**src/hw/dmc_pkg.sv**
```systemverilog
package dmc_pkg;
	// Timing.
	localparam int unsigned CLK_PERIOD_NS = 40;
	localparam int unsigned FAST_SETTLE_NS = 2000;
	localparam int unsigned FAST_SETTLE_CYC =
		(FAST_SETTLE_NS + CLK_PERIOD_NS - 1) / CLK_PERIOD_NS;
	localparam logic [2:0] SWITCH_PERIODS = 3'h4;
	localparam int unsigned STRAP_WAIT = 3;

	// Register byte addresses.
	localparam logic [3:0] ADDR_CLOCK_SELECT = 4'h0;
	localparam logic [3:0] ADDR_FAST_OSC_CTRL = 4'h4;
	localparam logic [3:0] ADDR_MODE_STATUS = 4'h8;

	// clock_select_reg fields.
	localparam int unsigned SEL_LSB = 5;
	localparam int unsigned FAST_KEEP_BIT = 1;
	localparam int unsigned SLOW_KEEP_BIT = 0;
	// fast_osc_ctrl_reg fields.
	localparam int unsigned FREQ_LSB = 2;
	localparam int unsigned STABLE_BIT = 1;
	localparam int unsigned FEN_BIT = 0;
	// Mode status fields.
	localparam int unsigned MODE_LSB = 0;
	localparam int unsigned BUSY_BIT = 3;
	localparam int unsigned APPLIED_LSB = 4;
	localparam int unsigned MISMATCH_BIT = 6;

	// Reset values and codes.
	localparam logic [2:0] SEL_RST = 3'h0;
	localparam logic [2:0] SEL_SUB = 3'h7;
	localparam logic FEN_RST = 1'b1;
	localparam logic [1:0] FREQ_RST = 2'h0;
	localparam logic [2:0] MODE_FAST = 3'h0;
	localparam logic [2:0] MODE_SLOW = 3'h1;
	localparam logic [2:0] MODE_IDLE_SLOW_ONLY = 3'h2;
	localparam logic [2:0] MODE_IDLE_BOTH_CLOCKS = 3'h3;
	localparam logic [2:0] MODE_IDLE_FAST_ONLY = 3'h4;
	localparam logic [2:0] MODE_SLEEP = 3'h5;

	typedef enum logic [2:0] {
		ST_RUN,
		ST_WAKE,
		ST_IDLE_SLOW_ONLY,
		ST_IDLE_BOTH_CLOCKS,
		ST_IDLE_FAST_ONLY,
		ST_SLEEP
	} dmc_state_t;
endpackage : dmc_pkg

```
**src/hw/dmc_clock_mode_ctrl.sv**
```systemverilog
// Implementation choices: register access over Avalon-MM and the register offsets.
`timescale 1ns/1ns
// Function
// Fast oscillator frequency 8, 12 or 16 MHz is set by a config strap.
// Software sets the frequency field equal to the config strap.
// Sub clock comes from the slow oscillator, high speed from the fast one.
// FAST mode divides the high speed clock by 1 to 64, codes 000-110.
// Select 111 gives SLOW mode on the sub clock with the CPU running.
// In SLOW mode the fast oscillator follows its enable bit.
// In FAST and SLOW the CPU, sub clock and slow clock all run.
// Halt with both keep bits low enters SLEEP; all clocks but slow stop.
// Halt with slow keep only: sub runs, system clock only for 111.
// Halt with both keep bits: system, high speed and sub clocks run.
// Halt with fast keep only: sub off, system clock only for 000-110.
// Slow oscillator clock runs in every mode, SLEEP included.
// Oscillator clocks also feed the watchdog and the time base; here both take only the slow oscillator clock.
// Select decodes 000 undivided up to 110 divide 64, 111 sub; resets 000.
// Enable or frequency change clears stable, sets it when settled; clearing enable leaves it set while the oscillator keeps running.
// A select change completes after four current periods plus a target edge.
// Source switching and gating happen only at clock pulse boundaries.
// Wake resumes the running mode, restarting the fast oscillator first; with select 111 it resumes without waiting for it.
module dmc_clock_mode_ctrl #(
	parameter int unsigned SETTLE_CYCLES = dmc_pkg::FAST_SETTLE_CYC
) (
	input wire logic clk,
	input wire logic rstn,
	input wire logic ce,
	input wire logic [3:0] address,
	input wire logic read,
	input wire logic write,
	input wire logic [31:0] writedata,
	input wire logic [3:0] byteenable,
	output logic [31:0] readdata,
	output logic waitrequest,
	input wire logic halt,
	input wire logic wake,
	input wire logic [1:0] cfg_freq_opt,
	input wire logic fast_rc_osc,
	input wire logic fast_osc_ready,
	input wire logic slow_rc_osc,
	output logic cpu_run,
	output logic sys_clk_en,
	output logic high_speed_clk_en,
	output logic sub_clk_en,
	output logic slow_osc_clk_en,
	output logic wdt_clk_en,
	output logic tb_clk_en,
	output logic fast_osc_run,
	output logic [1:0] fast_osc_freq
);
	localparam int unsigned SW = $clog2(SETTLE_CYCLES + 1);
	localparam logic [SW-1:0] SETTLE_END = SW'(SETTLE_CYCLES);

	if (SETTLE_CYCLES < 1) begin : g_chk
		$error("SETTLE_CYCLES must be at least one");
	end

	function automatic logic [5:0] div_mask(input logic [2:0] s);
		logic [6:0] m;
		m = (7'h01 << s) - 7'h01;
		return m[5:0];
	endfunction : div_mask

	// Synchronisers: index 0 is the first stage and feeds only index 1.
	logic [1:0] wake_s_q, rdy_s_q, fosc_s_q, sosc_s_q;
	logic [1:0] cfg_s0_q, cfg_s1_q;
	logic fosc_old_q, sosc_old_q;

	dmc_pkg::dmc_state_t st_q, st_d;
	logic [2:0] sel_q, sel_d, cur_q, cur_d, swc_q, swc_d;
	logic fkeep_q, fkeep_d, skeep_q, skeep_d, fen_q, fen_d;
	logic [1:0] freq_q, freq_d, appl_q, appl_d, cfg_q, cfg_d;
	logic [1:0] init_q, init_d;
	logic stable_q, stable_d;
	logic [SW-1:0] settle_q, settle_d;
	logic [5:0] div_q, div_d;
	logic [31:0] rd_q, rd_d;
	logic wait_q, wait_d;
	logic [7:0] out_q, out_d;
	logic [1:0] ofreq_q, ofreq_d;

	logic hs_edge, sub_tick, hs_tick, cur_tick, tgt_tick, osc_on;
	logic acc, wr0;
	logic [2:0] mode;
	logic [31:0] rmux;

	always_comb begin
		hs_edge = fosc_s_q[1] & ~fosc_old_q;
		sub_tick = sosc_s_q[1] & ~sosc_old_q;
		hs_tick = hs_edge & stable_q;
		cur_tick = (cur_q == dmc_pkg::SEL_SUB) ? sub_tick :
			hs_tick && ((div_q & div_mask(cur_q)) == div_mask(cur_q));
		tgt_tick = (sel_q == dmc_pkg::SEL_SUB) ? sub_tick :
			hs_tick && ((div_q & div_mask(sel_q)) == div_mask(sel_q));
		// Fast oscillator demand per state.
		case (st_q)
			dmc_pkg::ST_RUN: osc_on = fen_q |
				(cur_q != dmc_pkg::SEL_SUB) |
				(sel_q != dmc_pkg::SEL_SUB);
			dmc_pkg::ST_WAKE: osc_on = cur_q != dmc_pkg::SEL_SUB;
			dmc_pkg::ST_IDLE_BOTH_CLOCKS: osc_on = 1'b1;
			dmc_pkg::ST_IDLE_FAST_ONLY: osc_on = 1'b1;
			default: osc_on = 1'b0;
		endcase
		case (st_q)
			dmc_pkg::ST_RUN: mode = (cur_q == dmc_pkg::SEL_SUB) ?
				dmc_pkg::MODE_SLOW : dmc_pkg::MODE_FAST;
			dmc_pkg::ST_WAKE: mode = dmc_pkg::MODE_SLEEP;
			dmc_pkg::ST_IDLE_SLOW_ONLY: mode = dmc_pkg::MODE_IDLE_SLOW_ONLY;
			dmc_pkg::ST_IDLE_BOTH_CLOCKS: mode = dmc_pkg::MODE_IDLE_BOTH_CLOCKS;
			dmc_pkg::ST_IDLE_FAST_ONLY: mode = dmc_pkg::MODE_IDLE_FAST_ONLY;
			default: mode = dmc_pkg::MODE_SLEEP;
		endcase
		rmux = 32'h0000_0000;
		case (address)
			dmc_pkg::ADDR_CLOCK_SELECT: begin
				rmux[dmc_pkg::SEL_LSB +: 3] = sel_q;
				rmux[dmc_pkg::FAST_KEEP_BIT] = fkeep_q;
				rmux[dmc_pkg::SLOW_KEEP_BIT] = skeep_q;
			end
			dmc_pkg::ADDR_FAST_OSC_CTRL: begin
				rmux[dmc_pkg::FREQ_LSB +: 2] = freq_q;
				rmux[dmc_pkg::STABLE_BIT] = stable_q;
				rmux[dmc_pkg::FEN_BIT] = fen_q;
			end
			dmc_pkg::ADDR_MODE_STATUS: begin
				rmux[dmc_pkg::MODE_LSB +: 3] = mode;
				rmux[dmc_pkg::BUSY_BIT] = sel_q != cur_q;
				rmux[dmc_pkg::APPLIED_LSB +: 2] = appl_q;
				rmux[dmc_pkg::MISMATCH_BIT] = freq_q != cfg_q;
			end
			default: rmux = 32'h0000_0000;
		endcase
	end

	// Bus, configuration and oscillator settle.
	always_comb begin
		acc = (read | write) & ~wait_q;
		wr0 = write & ~wait_q & byteenable[0];
		wait_d = ~((read | write) & wait_q);
		rd_d = rd_q;
		if ((read | write) & wait_q) begin
			rd_d = rmux;
		end else if (acc) begin
			rd_d = 32'h0000_0000;
		end
		sel_d = sel_q;
		fkeep_d = fkeep_q;
		skeep_d = skeep_q;
		fen_d = fen_q;
		freq_d = freq_q;
		settle_d = settle_q;
		stable_d = stable_q;
		appl_d = appl_q;
		init_d = init_q;
		cfg_d = cfg_q;
		if (init_q != 2'(dmc_pkg::STRAP_WAIT)) begin
			init_d = init_q + 2'h1;
			if (init_d == 2'(dmc_pkg::STRAP_WAIT)) begin
				cfg_d = cfg_s1_q;
			end
		end
		if (!osc_on || !rdy_s_q[1]) begin
			settle_d = '0;
			stable_d = 1'b0;
		end else if (settle_q != SETTLE_END) begin
			settle_d = settle_q + 1'b1;
		end else if (!stable_q) begin
			stable_d = 1'b1;
			appl_d = freq_q;
		end
		if (wr0 && address == dmc_pkg::ADDR_CLOCK_SELECT) begin
			sel_d = writedata[dmc_pkg::SEL_LSB +: 3];
			fkeep_d = writedata[dmc_pkg::FAST_KEEP_BIT];
			skeep_d = writedata[dmc_pkg::SLOW_KEEP_BIT];
		end
		if (wr0 && address == dmc_pkg::ADDR_FAST_OSC_CTRL) begin
			fen_d = writedata[dmc_pkg::FEN_BIT];
			freq_d = writedata[dmc_pkg::FREQ_LSB +: 2];
			if ((fen_d & ~fen_q) || freq_d != freq_q) begin
				settle_d = '0;
				stable_d = 1'b0;
			end
		end
	end

	// Mode sequencing, source switching and clock enables.
	always_comb begin
		st_d = st_q;
		cur_d = cur_q;
		swc_d = swc_q;
		div_d = hs_tick ? div_q + 6'h01 : div_q;
		if (sel_q == cur_q) begin
			swc_d = 3'h0;
		end else if (swc_q != dmc_pkg::SWITCH_PERIODS) begin
			if (cur_tick) swc_d = swc_q + 3'h1;
		end else if (tgt_tick) begin
			cur_d = sel_q;
			swc_d = 3'h0;
		end
		case (st_q)
			dmc_pkg::ST_RUN: begin
				if (halt) begin
					case ({fkeep_q, skeep_q})
						2'b00: st_d = dmc_pkg::ST_SLEEP;
						2'b01: st_d = dmc_pkg::ST_IDLE_SLOW_ONLY;
						2'b11: st_d = dmc_pkg::ST_IDLE_BOTH_CLOCKS;
						default: st_d = dmc_pkg::ST_IDLE_FAST_ONLY;
					endcase
				end
			end
			dmc_pkg::ST_WAKE: begin
				if (cur_q == dmc_pkg::SEL_SUB || stable_q) begin
					st_d = dmc_pkg::ST_RUN;
				end
			end
			default: begin
				if (wake_s_q[1]) st_d = dmc_pkg::ST_WAKE;
			end
		endcase
		out_d = 8'h00;
		out_d[0] = st_q == dmc_pkg::ST_RUN;
		case (st_q)
			dmc_pkg::ST_RUN: begin
				out_d[1] = cur_tick;
				out_d[2] = hs_tick;
				out_d[3] = sub_tick;
			end
			dmc_pkg::ST_IDLE_SLOW_ONLY: begin
				out_d[1] = cur_tick & (cur_q == dmc_pkg::SEL_SUB);
				out_d[3] = sub_tick;
			end
			dmc_pkg::ST_IDLE_BOTH_CLOCKS: begin
				out_d[1] = cur_tick;
				out_d[2] = hs_tick;
				out_d[3] = sub_tick;
			end
			dmc_pkg::ST_IDLE_FAST_ONLY: begin
				out_d[1] = cur_tick & (cur_q != dmc_pkg::SEL_SUB);
				out_d[2] = hs_tick;
			end
			default: out_d[1] = 1'b0;
		endcase
		out_d[4] = sub_tick;
		out_d[5] = sub_tick;
		out_d[6] = sub_tick;
		out_d[7] = osc_on;
		ofreq_d = cfg_q;
	end

	always_ff @(posedge clk or negedge rstn) begin
		if (!rstn) begin
			wake_s_q <= 2'h0;
			rdy_s_q <= 2'h0;
			fosc_s_q <= 2'h0;
			sosc_s_q <= 2'h0;
			cfg_s0_q <= 2'h0;
			cfg_s1_q <= 2'h0;
			fosc_old_q <= 1'b0;
			sosc_old_q <= 1'b0;
			st_q <= dmc_pkg::ST_RUN;
			sel_q <= dmc_pkg::SEL_RST;
			cur_q <= dmc_pkg::SEL_RST;
			swc_q <= 3'h0;
			fkeep_q <= 1'b0;
			skeep_q <= 1'b0;
			fen_q <= dmc_pkg::FEN_RST;
			freq_q <= dmc_pkg::FREQ_RST;
			appl_q <= dmc_pkg::FREQ_RST;
			cfg_q <= dmc_pkg::FREQ_RST;
			init_q <= 2'h0;
			stable_q <= 1'b0;
			settle_q <= '0;
			div_q <= 6'h00;
			rd_q <= 32'h0000_0000;
			wait_q <= 1'b1;
			out_q <= 8'h00;
			ofreq_q <= dmc_pkg::FREQ_RST;
		end else if (ce) begin
			wake_s_q <= {wake_s_q[0], wake};
			rdy_s_q <= {rdy_s_q[0], fast_osc_ready};
			fosc_s_q <= {fosc_s_q[0], fast_rc_osc};
			sosc_s_q <= {sosc_s_q[0], slow_rc_osc};
			cfg_s0_q <= cfg_freq_opt;
			cfg_s1_q <= cfg_s0_q;
			fosc_old_q <= fosc_s_q[1];
			sosc_old_q <= sosc_s_q[1];
			st_q <= st_d;
			sel_q <= sel_d;
			cur_q <= cur_d;
			swc_q <= swc_d;
			fkeep_q <= fkeep_d;
			skeep_q <= skeep_d;
			fen_q <= fen_d;
			freq_q <= freq_d;
			appl_q <= appl_d;
			cfg_q <= cfg_d;
			init_q <= init_d;
			stable_q <= stable_d;
			settle_q <= settle_d;
			div_q <= div_d;
			rd_q <= rd_d;
			wait_q <= wait_d;
			out_q <= out_d;
			ofreq_q <= ofreq_d;
		end
	end

	// Enables are one-cycle pulses, so gating never cuts a pulse short.
	assign readdata = rd_q;
	assign waitrequest = wait_q;
	assign cpu_run = out_q[0];
	assign sys_clk_en = out_q[1];
	assign high_speed_clk_en = out_q[2];
	assign sub_clk_en = out_q[3];
	assign slow_osc_clk_en = out_q[4];
	assign wdt_clk_en = out_q[5];
	assign tb_clk_en = out_q[6];
	assign fast_osc_run = out_q[7];
	assign fast_osc_freq = ofreq_q;
endmodule : dmc_clock_mode_ctrl

```
**config.mk**
```make
export PLATFORM = sky130hd
export DESIGN_NAME = dmc_clock_mode_ctrl
export DESIGN_NICKNAME = d
export VERILOG_FILES = /design/src/hw/dmc_pkg.sv /design/src/hw/dmc_clock_mode_ctrl.sv
export SDC_FILE = /design/constraint.sdc
export NUM_CORES = 1
export LEC_CHECK = 0
export BUFFER_PORTS_ARGS = -buffer_cell sky130_fd_sc_hd__buf_2
export CAP_MARGIN = 20
export CORE_UTILIZATION = 29
export CTS_CLUSTER_SIZE = 12
export DETAILED_ROUTE_END_ITERATION = 7
export SETUP_SLACK_MARGIN = 0.1
export SYNTH_ARGS = -nofsm -noshare
export SYNTH_HDL_FRONTEND = slang
export SYNTH_SLANG_ARGS = --single-unit
```
**constraint.sdc**
```tcl
create_clock -name clk -period 2.9 [get_ports clk]
set_input_delay 0.29 -clock clk [delete_from_list [all_inputs] [get_ports clk]]
set_output_delay 0.29 -clock clk [all_outputs]
set_load 0.05 [all_outputs]
```
==> flow_summary.yaml, run 1 <==
run_status:
  status: "complete, no violations"
setup_path:
  crit_fanout: 12
  r2r-start: "sel_q[1]"
  critPathKind: "flip-flop to flip-flop"
  crit_path_start: "sel_q[1]"
  cp-end-kind: "flip-flop"
  start_kind: "flip-flop"
  worstPathRequired_ns: 3.11
  crit_arrival_ns: 2.79
worst_hold_path:
  min_path_type: "input pin to asynchronous set/reset pin"
timing:
  hold_viol: 0
  tightest_slew_ns: 0.730
  fin_tns_setup_ns: 0
  fin_ws_ns: 0.311
  min_period_ns: 2.59
  clock_skew_ns: 0.00531
  rsz0062_at_grt: "false"
  fin_crit_sh_pct: 89.3
  report.final.slew_viol_count: 0
  slew_headroom_pct: 51.3
  setup_viol: 0
  fmax_mhz: 386
detailed_routing:
  ant_nets: 0
  wl_per_cell_microns: 13.7
  vias_per_cell: 4.78
  vias: 2803
  totalWireLength_microns: 8020
  drc: 0
  drtIter0Drc: 162
  drt-pass1-iter-count: 4
final_layout:
  fin_nets: 474
  num_antenna_cells: 0
  drive_gt1_share_pct: 27.1
  fill_cells: 1331
  layout-area-overhead-vs-synth_pct: 15.3
grt:
  antenna_found_initial: 0
  grt_pass1_vias: 2589
  grt_remaining_overflow: 0
  grt_usage_pct: 12.7
  grt_max_degree: 38
  grt_pass1_wl_microns: 13000
place:
  numPortBuffers: 42
  gp_congestion: 0.834
  place_ws_ns: 0.339
  dp_hpwl_microns: 5950
cts:
  cts_inserted_buffers: 9
  htree_levels: 3
  insertion_delay_ns: 0.34
  cts_tree: "built"
  clockBufferDepth: 2
  post-cts-setup-buffer-count: 0
  path_clk_slew_ns: 0.05
  cts-hold-fix-buffers: 0
  clock_sinks: 67
  ctsResizeCount: 0
  cts_root_buf: "clkbuf_16"
synth:
  ys_dominant_reg_cell: "dfrtp_1"
  async_flop_share_pct: 100
  yosysWarnings: 0
  synth_area_leaders: "dfrtp_1 43%, mux2_2 9.7%, buf_4 5.3%"
  synth.top_cell.area_share_pct: 42.5
  synth_area_per_cell_sq_um: 10.3
  synth_cell_types: 65
  synth-edff-count: 0
  synth_cells: 370
  synth_area_leader_cell: "dfrtp_1"
  synth_area_sq_um: 3820
  synth.ff_latch_count: 67
  yosysSeqAreaShare_pct: 43.9
floorplanning:
  initial_core_util_pct: 30.1
  rows: 41
  io_pins: 95
  fp.coreArea_sq_um: 12700
  dieHeight_microns: 117
  dieArea_sq_um: 13700
  die_w_microns: 117
job:
  max-cap-violations: 0
pwr:
  netSwitchingPower_w: 0.00109
  clockPowerShare_pct: 35.1
  pwr-share-comb_pct: 25.9
  p_per_area_nw_per_um2: 730
  seqPwrFrac_pct: 39.0
  switching_share_pct: 33.8
  vdd_ir_drop_max_mv: 0.487
  p_leak_nw: 2.01
  internal-power_w: 0.00213
state kept, by name (all words and copies together), names as in the netlist, 3 cells and up:
name / flops
cur_q: 3
settle_q: 6
out_q: 6
st_q: 3
sel_q: 3
div_q: 6
readdata: 8
swc_q: 3
per-layer routing:
layer  up-vias  global-route usage (%)  part of all wire, %
li1       1345                       -                    -
met1      1366                    15.8                   45
met2        77                    20.6                   48
met3        15                    2.52                  4.1
met4         0                    7.09                  2.4
met5         -                       0                    0
synth_stat cells, types with 2 or more instances:
cell type,count
a32o_1,2
a21boi_0,2
ha_1,13
or3_1,2
o21a_1,2
buf_6,2
nand2_1,27
a21oi_1,10
a22o_1,4
nor2b_1,6
mux2_2,33
o22ai_1,2
inv_1,14
a211oi_1,2
buf_4,27
dfrtp_1,65
xor2_1,3
o21ai_0,18
nand3_1,15
dfstp_2,2
clkbuf_1,5
and3_1,3
and2_1,3
o221ai_1,3
o211ai_1,3
a211o_1,2
o21ai_1,2
nand4_1,3
buf_2,6
xnor2_1,11
a2bb2oi_1,2
nor3_1,5
nand2b_1,7
o31ai_1,4
a31oi_1,3
nand3b_1,3
o2111ai_1,2
and3_2,2
nor2_1,24
cell families (layout without fill, tap and decap cells):
| family | count (synthesis) | after routing | synth area share, % |
|---|---|---|---|
| xor+xnor | 14 | 14 | 3.21 |
| other cells | 1 | 24 | 0.0980 |
| flops | 67 | 67 | 43.9 |
| fa+ha+maj | 13 | 13 | 4.25 |
| compound gates | 71 | 71 | 13.7 |
| buf+inv | 56 | 77 | 9.00 |
| simple gates | 113 | 113 | 15.6 |
| mux | 35 | 35 | 10.3 |
cell usage in the layout, fill, tap and decap left out, drive strengths merged, types with 11 or more instances in the layout:
cell type	synthesis	routed
dfrtp	65	65
buf	36	47
mux2	34	34
nand2	27	27
nor2	25	25
conb	1	24
o21ai	20	20
nand3	15	15
inv	14	14
ha	13	13
clkbuf	6	12
xnor2	11	11
path summary, 6_finish.rpt:
kind                          endpoint  slack (ns)  cells after the start
max                           swc_q[0]        0.31                      8
min                        settle_q[4]       0.007                      1
max reg2reg                   swc_q[0]        0.31                      8
min reg2reg                settle_q[5]        0.50                      1
max in group asynchronous     sel_q[0]        2.24                      2
min in group clk               fkeep_q        0.16                      3
critical path, cell delays in order, from the launching register on:
cell      delay [ns]
dfrtp_1         0.51
or3b_2          0.52
ha_1            0.24
and2_0          0.16
o21ai_0         0.14
a21oi_1         0.11
o31ai_1         0.42
and2_1          0.23
o221ai_1        0.13
power by group through the flow:
stage	Sequential [W]	Clock, W	Combinational (W)
6_report	0.00125	0.00113	0.000833
5_1_grt	0.00129	0.00119	0.000915
4_1_cts	0.00126	0.00115	0.000842
3_5_place_dp	0.00127	0	0.000840
3_3_place_gp	0.00126	0	0.000819
2_1_floorplan	0.00133	0	0.000610
metrics by stage:
| stage | power (W) | area (sq um) | hold slack, ns | std cells | utilization [%] |
|---|---|---|---|---|---|
| after global placement | 0.00208 | 4100 | 0.380 | 570 | 32.2 |
| final | 0.00322 | 4410 | 0.00681 | 586 | 34.7 |
| after floorplan | 0.00194 | 3910 | -0.00559 | 393 | - |
| after CTS | 0.00325 | 4410 | 0.0258 | 586 | 34.7 |
| after global routing | 0.00339 | 4410 | 0.0640 | 586 | 34.7 |
| after detailed placement | 0.00211 | 4100 | 0.388 | 570 | 32.2 |
final cells by class:
class	count	area, sq um	share of cell area, %
Multi-Input combinational cell	270	1890	42.8
Clock inverter	4	47.5	1.08
Tap cell	172	215	4.88
Inverter	14	52.6	1.19
Clock buffer	12	267	6.04
Sequential cell	67	1680	38.1
Timing Repair Buffer	47	260	5.90
No activity file was read; power rests on OpenSTA's default activity.
==> run 2: changes to the inputs <==
==> constraint.sdc (replaced) <==
create_clock -name clk -period 2.3 [get_ports clk]
set_input_delay 0.23 -clock clk [delete_from_list [all_inputs] [get_ports clk]]
set_output_delay 0.23 -clock clk [all_outputs]
set_load 0.05 [all_outputs]
==> flow_summary.yaml, run 2 (synthesis results as in run 1) <==
timing:
  tightest_slew_ns: 0.653
  clock_skew_ns: 0.00784
  report.final.slew_viol_count: 0
  slew_headroom_pct: 56.2
  rsz0062_at_grt: "true"
  min_period_ns: 2.20
  fin_ws_ns: 0.0980
  fin_tns_setup_ns: 0
  fmax_mhz: 454
  fin_crit_sh_pct: 95.7
  hold_viol: 0
  setup_viol: 0
grt:
  grt_pass1_wl_microns: 13700
  grt_max_degree: 30
  grt_remaining_overflow: 0
  antenna_found_initial: 0
  grt_pass1_vias: 2901
  grt_usage_pct: 13.1
cts:
  cts_root_buf: "clkbuf_16"
  htree_levels: 3
  cts_tree: "built"
  clockBufferDepth: 2
  path_clk_slew_ns: 0.05
  insertion_delay_ns: 0.33
  clock_sinks: 67
  cts_inserted_buffers: 9
pwr:
  internal-power_w: 0.00261
  netSwitchingPower_w: 0.00141
  switching_share_pct: 35.0
  vdd_ir_drop_max_mv: 0.464
  pwr-share-comb_pct: 29.9
  power_w: 0.00402
  seqPwrFrac_pct: 38.2
  clockPowerShare_pct: 31.9
  p_per_area_nw_per_um2: 880
  p_leak_nw: 2.07
detailed_routing:
  drc: 0
  drtIter0Drc: 148
  drt-pass1-iter-count: 4
  ant_nets: 0
  vias_per_cell: 4.78
  vias: 2853
  wl_per_cell_microns: 13.9
  totalWireLength_microns: 8280
final_layout:
  fin_nets: 485
  layout_common_cells: "65 x dfrtp_1, 42 x buf_2, 33 x mux2_2, 27 x nand2_1"
  largest_reg_flops: 8
  num_antenna_cells: 0
  drive_gt1_share_pct: 31.5
  stdcell_count: 597
  final_common_cell: "dfrtp_1"
  layout-area-overhead-vs-synth_pct: 19.6
setup_path:
  critPathKind: "flip-flop to flip-flop"
  cp-end-kind: "flip-flop"
  crit_arrival_ns: 2.41
  worstPathRequired_ns: 2.51
  start_kind: "flip-flop"
  crit_fanout: 4
floorplanning:
  die_w_microns: 117
  initial_core_util_pct: 30.1
  fp.coreArea_sq_um: 12700
  io_pins: 95
  dieArea_sq_um: 13700
  dieHeight_microns: 117
  rows: 41
place:
  dp.cells: 579
  gp_congestion: 0.863
  numPortBuffers: 42
  dp_hpwl_microns: 6210
  place_ws_ns: 0.0511
run_status:
  status: "complete, no violations"
job:
  max-cap-violations: 0
worst_hold_path:
  min_path_type: "input pin to flip-flop"
==> run 2: timing repair <==
item                                   CTS  global route
setup buffers                            0             1
endpoints found under the hold margin   17             0
hold buffers                             1             0
resized for setup                        0            15
setup endpoints to repair                5             6
pin swaps                                2            10
==> run 2: power groups by stage <==
| stage | clock network [W] | logic (W) | registers (W) |
|---|---|---|---|
| floorplan | 0 | 0.000787 | 0.00168 |
| global placement | 0 | 0.00112 | 0.00154 |
| detailed placement | 0 | 0.00115 | 0.00156 |
| CTS | 0.00131 | 0.00117 | 0.00154 |
| global route | 0.00135 | 0.00132 | 0.00157 |
| finish | 0.00128 | 0.00120 | 0.00154 |
==> run 2: critical path, cell delays in order, from the launching register on <==
cell and delay (ns):
dfrtp_1 0.41, or3b_4 0.42, ha_4 0.20, xnor2_4 0.18
o2111ai_4 0.15, o31ai_2 0.28, nand3_2 0.14, mux2_4 0.31
==> run 2: final timing paths <==
kind | startpoint | end | slack, ns | cells after the start
min | writedata[1] | fkeep_q | 0.12 | 3
max | sel_q[2] | cur_q[2] | 0.1 | 7
min in group asynchronous | rstn | readdata[5] | 0.38 | 2
max in group asynchronous | rstn | sel_q[2] | 1.17 | 3
min reg2reg | readdata[0] | readdata[0] | 0.49 | 2
max reg2reg | sel_q[2] | cur_q[2] | 0.1 | 7
==> run 2: cell type report <==
cell class | instances | area, sq um
Tap cell | 172 | 215
Fill cell | 1266 | 8150
Clock inverter | 3 | 22.5
Timing Repair Buffer | 58 | 345
Inverter | 14 | 52.6
Clock buffer | 13 | 260
Sequential cell | 67 | 1680
Multi-Input combinational cell | 270 | 2000
==> run 2: through the flow <==
step	instance area, sq um	util, %	hold WS, ns
floorplan	3940	-	-0.0656
global placement	4170	32.8	0.194
detailed placement	4170	32.8	0.202
CTS	4470	35.1	0.111
global route	4570	35.9	0.137
finish	4570	35.9	0.120
==> run 2: per-layer routing <==
layer	GRT usage [%]	routed length, microns	up-vias
met5	0	0	-
met2	21.7	4130	91
met1	15.8	3540	1384
met3	3.55	419	20
li1	-	-	1358
met4	6.08	193	0
